[src/cds_pkg.sv]
`default_nettype none
package cds_pkg;
  localparam logic [3:0] ADR_RCS       = 4'h0;
  localparam logic [3:0] ADR_CTRL      = 4'h4;
  localparam logic [3:0] ADR_STATUS    = 4'h8;
  localparam int         RCS_ADDR_LSB  = 8;
  localparam int         RCS_FLAG_BIT  = 15;
  localparam int         ACT_FLAG_A    = 12;
  localparam int         ACT_FLAG_B    = 13;
  localparam int         CTRL_TX_TRANS = 0;
  localparam int         CTRL_RX_TOTAL = 1;
  localparam logic [3:0] WORD_LAST     = 4'hf;
  localparam logic [3:0] CNT_RESET     = 4'h0;
  localparam logic [1:0] CTRL_RESET    = 2'h0;

  typedef enum {
    CDS_IDLE,
    CDS_INCREMENT_PHASE,
    CDS_TEST,
    CDS_DONE
  } cds_state_t;

  // qualifiers and phases presented to the strobe decoder
  typedef struct packed {
    logic increment_phase;
    logic test_phase;
    logic search_done;
    logic rx_lookup_qual;
    logic tx_lookup_qual;
    logic match_found;
  } cds_strobe_t;

  // status seen by software
  typedef struct packed {
    logic [22:0] zero;
    logic        rx_selected;
    logic        tx_request;
    logic        rx_request;
    logic        wrap_pending;
    logic        search_active;
    logic [3:0]  word_step_counter;
  } cds_status_t;
endpackage
`default_nettype wire
[src/cds_char_detect_search_sequencer.sv]
// The Wishbone register port and the register addresses are this design's own decisions.
`default_nettype none
module cds_char_detect_search_sequencer (
  input  wire logic                 clk_sys,
  input  wire logic                 rst,
  input  wire logic                 wb_cyc_i,
  input  wire logic                 wb_stb_i,
  input  wire logic                 wb_we_i,
  input  wire logic [3:0]           wb_adr_i,
  input  wire logic [3:0]           wb_sel_i,
  input  wire logic [31:0]          wb_dat_i,
  output logic      [31:0]          wb_dat_o,
  output logic                      wb_ack_o,
  input  wire logic                 rx_lookup_request,
  input  wire logic                 transmit_lookup_request,
  input  wire logic                 rx_active,
  input  wire logic                 tx_active,
  input  wire logic                 tx_running,
  input  wire logic [15:0]          detect_word,
  input  wire logic [15:0]          char_under_test,
  input  wire logic [15:0]          action_memory,
  input  wire logic                 strobe_hit,
  output logic      [3:0]           word_address,
  output cds_pkg::cds_strobe_t      strobe_ctl,
  output logic      [15:0]          action_launch,
  output logic                      char_flag
);
  cds_pkg::cds_state_t state_r;
  logic [3:0]  word_step_counter_r;
  logic [3:0]  match_address_hold_r;
  logic        search_active_r;
  logic        wrap_pending_r;
  logic        end_seen_r;
  logic        rx_sel_r;
  logic        rx_req_r;
  logic        tx_req_r;
  logic        char_flag_r;
  logic [1:0]  ctrl_r;
  logic [15:0] action_launch_r;
  logic        ack_r;
  logic [31:0] rdat_r;
  logic        wb_req;
  logic        wb_wr;
  logic        cnt_load;
  logic        flag_clr;
  logic        increment_phase_ph;
  logic        test_ph;
  logic        done_ph;
  logic        searching;
  logic        carry_out;
  logic        count_en;
  logic        rx_qual;
  logic        tx_qual;
  logic        match;
  logic        flag_hit;
  logic        start;
  logic        pick_rx;
  cds_pkg::cds_status_t status;

  function automatic logic is_reg(input logic [3:0] adr, input logic [3:0] reg_adr);
    is_reg = (adr == reg_adr);
  endfunction

  // bus: one-cycle answer, ack drops the cycle after it is given
  assign wb_req = wb_cyc_i && wb_stb_i && !ack_r;
  assign wb_wr  = wb_req && wb_we_i;
  assign wb_ack_o = ack_r;
  assign wb_dat_o = rdat_r;

  // phases are states of the machine, so each lasts one clock
  assign increment_phase_ph   = (state_r == cds_pkg::CDS_INCREMENT_PHASE);
  assign test_ph   = (state_r == cds_pkg::CDS_TEST);
  assign done_ph   = (state_r == cds_pkg::CDS_DONE);
  assign searching = increment_phase_ph || test_ph;

  assign word_address = word_step_counter_r;
  assign carry_out    = (word_step_counter_r == cds_pkg::WORD_LAST);
  assign match        = (detect_word == char_under_test);

  assign rx_qual = searching && rx_sel_r && !ctrl_r[cds_pkg::CTRL_RX_TOTAL];
  assign tx_qual = searching && !rx_sel_r && !ctrl_r[cds_pkg::CTRL_TX_TRANS];

  // receive wins a tie; the loser stays pending for the next scan
  assign pick_rx = rx_req_r;
  assign start   = (state_r == cds_pkg::CDS_IDLE) && (rx_req_r || tx_req_r)
                   && !wrap_pending_r;

  // transmit steps are held while the transmitter is stalled
  assign count_en = increment_phase_ph && search_active_r && (rx_sel_r || tx_running);

  assign flag_hit = test_ph && rx_qual && match
                    && (action_memory[cds_pkg::ACT_FLAG_A]
                        || action_memory[cds_pkg::ACT_FLAG_B]);

  // loads racing a live search would corrupt the scan address
  assign cnt_load = wb_wr && is_reg(wb_adr_i, cds_pkg::ADR_RCS) && wb_sel_i[1]
                    && !rx_active && !tx_active
                    && (state_r == cds_pkg::CDS_IDLE);
  assign flag_clr = wb_wr && is_reg(wb_adr_i, cds_pkg::ADR_RCS) && wb_sel_i[1]
                    && wb_dat_i[cds_pkg::RCS_FLAG_BIT];

  assign strobe_ctl = '{increment_phase: increment_phase_ph, test_phase: test_ph,
                        search_done: done_ph, rx_lookup_qual: rx_qual,
                        tx_lookup_qual: tx_qual, match_found: searching && match};
  assign action_launch = action_launch_r;
  assign char_flag     = char_flag_r;

  always_ff @(posedge clk_sys or posedge rst) begin
    if (rst) begin
      state_r <= cds_pkg::CDS_IDLE;
    end else begin
      case (state_r)
        cds_pkg::CDS_IDLE: begin
          if (start) begin
            state_r <= cds_pkg::CDS_INCREMENT_PHASE;
          end
        end
        cds_pkg::CDS_INCREMENT_PHASE: begin
          state_r <= cds_pkg::CDS_TEST;
        end
        cds_pkg::CDS_TEST: begin
          if (end_seen_r) begin
            state_r <= cds_pkg::CDS_DONE;
          end else begin
            state_r <= cds_pkg::CDS_INCREMENT_PHASE;
          end
        end
        cds_pkg::CDS_DONE: begin
          state_r <= cds_pkg::CDS_IDLE;
        end
        default: begin
          state_r <= cds_pkg::CDS_IDLE;
        end
      endcase
    end
  end

  // step counter: first increment of a scan does not count
  always_ff @(posedge clk_sys or posedge rst) begin
    if (rst) begin
      word_step_counter_r <= cds_pkg::CNT_RESET;
    end else if (cnt_load) begin
      word_step_counter_r <= wb_dat_i[cds_pkg::RCS_ADDR_LSB +: 4];
    end else if (count_en) begin
      word_step_counter_r <= word_step_counter_r + 4'h1;
    end
  end

  always_ff @(posedge clk_sys or posedge rst) begin
    if (rst) begin
      search_active_r <= 1'b0;
    end else if (test_ph) begin
      search_active_r <= !end_seen_r;
    end
  end

  always_ff @(posedge clk_sys or posedge rst) begin
    if (rst) begin
      wrap_pending_r <= 1'b0;
    end else if (test_ph && search_active_r && carry_out && !end_seen_r) begin
      wrap_pending_r <= 1'b1;
    end else if (count_en && carry_out) begin
      wrap_pending_r <= 1'b0;
    end
  end

  always_ff @(posedge clk_sys or posedge rst) begin
    if (rst) begin
      end_seen_r <= 1'b0;
    end else if (count_en && carry_out && wrap_pending_r) begin
      end_seen_r <= 1'b1;
    end else if (done_ph) begin
      end_seen_r <= 1'b0;
    end
  end

  always_ff @(posedge clk_sys or posedge rst) begin
    if (rst) begin
      rx_sel_r <= 1'b0;
    end else if (start) begin
      rx_sel_r <= pick_rx;
    end
  end

  // a new request in the done cycle survives the clear
  always_ff @(posedge clk_sys or posedge rst) begin
    if (rst) begin
      rx_req_r <= 1'b0;
    end else if (rx_lookup_request) begin
      rx_req_r <= 1'b1;
    end else if (done_ph && rx_sel_r) begin
      rx_req_r <= 1'b0;
    end
  end

  always_ff @(posedge clk_sys or posedge rst) begin
    if (rst) begin
      tx_req_r <= 1'b0;
    end else if (transmit_lookup_request) begin
      tx_req_r <= 1'b1;
    end else if (done_ph && !rx_sel_r) begin
      tx_req_r <= 1'b0;
    end
  end

  always_ff @(posedge clk_sys or posedge rst) begin
    if (rst) begin
      char_flag_r <= 1'b0;
    end else if (flag_hit) begin
      char_flag_r <= 1'b1;
    end else if (flag_clr) begin
      char_flag_r <= 1'b0;
    end
  end

  always_ff @(posedge clk_sys or posedge rst) begin
    if (rst) begin
      match_address_hold_r <= cds_pkg::CNT_RESET;
    end else if (flag_hit) begin
      match_address_hold_r <= word_step_counter_r;
    end
  end

  always_ff @(posedge clk_sys or posedge rst) begin
    if (rst) begin
      action_launch_r <= 16'h0000;
    end else if (test_ph && strobe_hit && (rx_qual || tx_qual)) begin
      action_launch_r <= action_memory;
    end else begin
      action_launch_r <= 16'h0000;
    end
  end

  always_ff @(posedge clk_sys or posedge rst) begin
    if (rst) begin
      ctrl_r <= cds_pkg::CTRL_RESET;
    end else if (wb_wr && is_reg(wb_adr_i, cds_pkg::ADR_CTRL) && wb_sel_i[0]) begin
      ctrl_r <= wb_dat_i[1:0];
    end
  end

  always_comb begin
    status = '0;
    status.rx_selected       = rx_sel_r;
    status.tx_request        = tx_req_r;
    status.rx_request        = rx_req_r;
    status.wrap_pending      = wrap_pending_r;
    status.search_active     = search_active_r;
    status.word_step_counter = word_step_counter_r;
  end

  always_ff @(posedge clk_sys or posedge rst) begin
    if (rst) begin
      ack_r  <= 1'b0;
      rdat_r <= 32'h0000_0000;
    end else begin
      ack_r  <= wb_req;
      rdat_r <= 32'h0000_0000;
      if (wb_req && !wb_we_i) begin
        if (is_reg(wb_adr_i, cds_pkg::ADR_RCS)) begin
          rdat_r <= {16'h0000, char_flag_r, 3'h0, match_address_hold_r, 8'h00};
        end else if (is_reg(wb_adr_i, cds_pkg::ADR_CTRL)) begin
          rdat_r <= {30'h0000_0000, ctrl_r};
        end else if (is_reg(wb_adr_i, cds_pkg::ADR_STATUS)) begin
          rdat_r <= status;
        end
      end
    end
  end
endmodule
`default_nettype wire

[config.mk]
export PLATFORM = sky130hd
export DESIGN_NAME = cds_char_detect_search_sequencer
export DESIGN_NICKNAME = d
export VERILOG_FILES = /design/src/cds_pkg.sv /design/src/cds_char_detect_search_sequencer.sv
export SDC_FILE = /design/constraint.sdc
export NUM_CORES = 1
export LEC_CHECK = 0
export BUFFER_PORTS_ARGS = -buffer_cell sky130_fd_sc_hd__buf_2
export CORE_MARGIN = 2
export CORE_UTILIZATION = 35
export CTS_CLUSTER_SIZE = 30
export DETAILED_ROUTE_END_ITERATION = 12
export PLACE_DENSITY = 0.66
export SYNTH_ARGS = -nofsm -noshare
export SYNTH_HDL_FRONTEND = slang
export SYNTH_SLANG_ARGS = --single-unit
export TNS_END_PERCENT = 100
[constraint.sdc]
create_clock -name clk_sys -period 2.5 [get_ports clk_sys]
set_clock_uncertainty 0.15 [all_clocks]
set_input_delay 0.25 -clock clk_sys [delete_from_list [all_inputs] [get_ports clk_sys]]
set_output_delay 0.25 -clock clk_sys [all_outputs]
set_load 0.005 [all_outputs]
==> flow_summary_export.csv <==
group,metric,value,unit
floorplan,ios,159,
floorplan,row_count,29,
clock_tree,cts_num_sinks,49,
pwr,total_leakage_power,1.66,nW
floorplan,die_w,85.8,µm
pwr,p_total,0.00138,W
clock_tree,root_buffer,"clkbuf_8",
synth,ys_seq_area_frac,0.524,
status,violations,"DRC",
routing,routed_wl,5090,µm
finish,antennaDiodeCount,0,
min_path,hold_class,"in2reg",
synth,yosys.area.top_type_share,0.524,
synth,yosysWarnings,0,
setup_path,end_kind,"flop",
placement,port_buffers,112,
finish,multi_input_area,971,µm²
timing,fmax,493,MHz
timing,rsz0062_at_grt,"no",
clock_tree,clk_latency,0.29,ns
floorplan,die_height,85.8,µm
status,status,"finished, violations left",
routing,viasPerCell,4.46,
timing,hold_viol,0,
clock_tree,clk_path_buf_depth,2,
routing,vias,1763,
synth,netlist_top_cells_area,"dfrtp_1 (52%), buf_4 (7.7%), and2_1 (7.0%)",
finish,fin_nets,421,
finish,fillers,630,
timing,setup-tns-final,0,ns
pwr,pwr_density_cell,456,nW/µm²
synth,synth_seq_cells,49,
finish,regArea,1230,µm²
floorplan,start_util,0.364,
synth,synth.avg_cell_area,11.7,µm²
routing,drtIter0Drc,58,
synth,synth_area_leader_cell,"dfrtp_1",
placement,gp_congestion,0.768,
routing,dr.pass1.iters,8,
routing,ant_nets,0,
global_routing,globalRouteTotalUtil,0.138,
setup_path,critPathLaunchType,"flop",
global_routing,antenna_found_initial,0,
clock_tree,cts_tree,"done",
setup_path,worstPathMaxFanout,4,
global_routing,grt_pass1_vias,1709,
clock_tree,cts_setup_buffers,0,
clock_tree,numCtsBuffers,5,
global_routing,grt_max_degree,50,
routing,drc,9,
synth,syn_inst,200,
timing,finalCritPeriodShare,0.812,
flow_run,drv_cap,0,
routing,wire_per_inst,12.9,µm
setup_path,worst-setup-path-type,"reg2reg",
finish,drive_gt1_frac,0.428,
pwr,ir_drop,0.000173,V
timing,min_period,2.03,ns
placement,dp_hpwl,4010,µm
setup_path,arrival,2.07,ns
setup_path,cp.required,2.54,ns
floorplan,coreArea,6420,µm²
timing,worst_hold_slack,0.00886,ns
clock_tree,cts.clk_slew.worst_paths,0.08,ns
global_routing,overflow,0,
floorplan,fp.dieArea,7350,µm²
global_routing,grt_pass1_wl,7980,µm
timing,finalMaxSlewViolations,0,
synth,netlist_area,2340,µm²
timing,setup_violations,0,
clock_tree,htree_levels,2,
finish,areaGrowthSynthToFinish,29.1,%
synth,synth_cell_types,33,
==> state kept, by name, summed over array words and instances, names as in the netlist, 2 cells and up <==
signal	flops
wb_dat_o	13
ctrl_r	2
word_address	4
action_launch	16
match_address_hold_r	4
state_r	2
==> metrics by stage <==
step,setup WS (ns),std cells,cell area [µm²],util
2_1_floorplan,0.711,218,2410,-
3_3_place_gp,0.467,383,2900,0.452
3_5_place_dp,0.429,383,2900,0.452
4_1_cts,0.437,395,3020,0.470
5_1_grt,0.342,395,3020,0.470
6_report,0.470,395,3020,0.470
==> cells in the mapped netlist (all sizes together) <==
cell	n
nor2b	4
a22o	1
a21o	2
a211oi	1
nor3b	1
nor2	10
o211ai	1
xor2	1
nor3	2
conb	1
or2b	1
clkbuf	1
nand2b	1
o21ai	6
mux2	12
xnor2	18
mux2i	2
buf	24
nor4b	1
and3b	1
nand4	6
dfrtp	49
and2	27
o2111ai	1
nand3	4
ha	5
a22oi	2
inv	7
o211a	1
nor4	2
nand2	5
==> critical path, stage by stage (launching register included) <==
cell,delay [ns]
dfrtp_1,0.42
nor4_4,0.29
nand4_1,0.27
nor4b_4,0.41
mux2_2,0.38
==> path summary, 6_finish.rpt <==
| check | from | end | slack (ns) | depth (start not counted) |
|---|---|---|---|---|
| hold reg to reg | match_address_hold_r[3] | wb_dat_o[11] | 0.32 | 1 |
| min in group asynchronous | rst | action_launch[14] | 0.38 | 4 |
| hold / removal | action_memory[15] | action_launch[15] | 0.009 | 2 |
| setup / recovery | wb_ack_o | word_address[3] | 0.47 | 4 |
| setup reg to reg | wb_ack_o | word_address[3] | 0.47 | 4 |
| max in group asynchronous | rst | wb_dat_o[4] | 1.59 | 4 |
==> area by class of cell <==
cell class | count | area share
repair buffers | 117 | 0.205
clock buffers | 8 | 0.0265
multi-input cells | 137 | 0.321
well taps | 77 | 0.0319
inverters | 7 | 0.00870
flip-flops and latches | 49 | 0.406
==> per-layer routing <==
layer  vias to the layer above  track usage  part of all wire
met1                       827        0.167              0.41
met2                        77        0.241              0.50
met5                         -            0                 0
met4                         0       0.0418             0.014
met3                         7       0.0337             0.079
li1                        852            -                 -
==> cell usage in the layout (no fill, tap or decap), types with 2 or more instances in the layout <==
cell type      instances
nor3_1                 2
nor2_1                10
nand3_1                4
buf_2                112
and2_1                26
xnor2_1               18
dfrtp_1               49
ha_1                   5
nand4_1                6
conb_1                19
nor2b_1                4
inv_1                  6
mux2_2                12
a22oi_1                2
o21ai_0                6
clkbuf_8               5
clkbuf_1               3
nand2_1                5
a21o_1                 2
dlygate4sd3_1          4
mux2i_1                2
==> cell families (layout without fill, tap and decap cells) <==
group,after synthesis,count (layout),share of synthesized area
adders and majority gates,5,5,0.0267
muxes,14,14,0.0663
xor gates and xnor gates,19,19,0.0711
and+or+nand+nor,65,65,0.174
DFF,49,49,0.524
buffers and inverters,32,132,0.0898
other,1,19,0.00160
AOI/OAI and AO/OA,15,15,0.0465
==> power breakdown <==
| group | switching [W] | total, W | internal, W |
|---|---|---|---|
| logic | 0.0000626 | 0.000137 | 0.0000739 |
| registers | 0.00000542 | 0.000802 | 0.000797 |
| clock network | 0.000241 | 0.000440 | 0.000199 |
==> what timing repair did <==
action	4_1_cts	5_1_grt
hold buffers	4	0
resized for setup	0	0
endpoints found under the hold margin	52	0
Power figures use the tool's default switching activity.
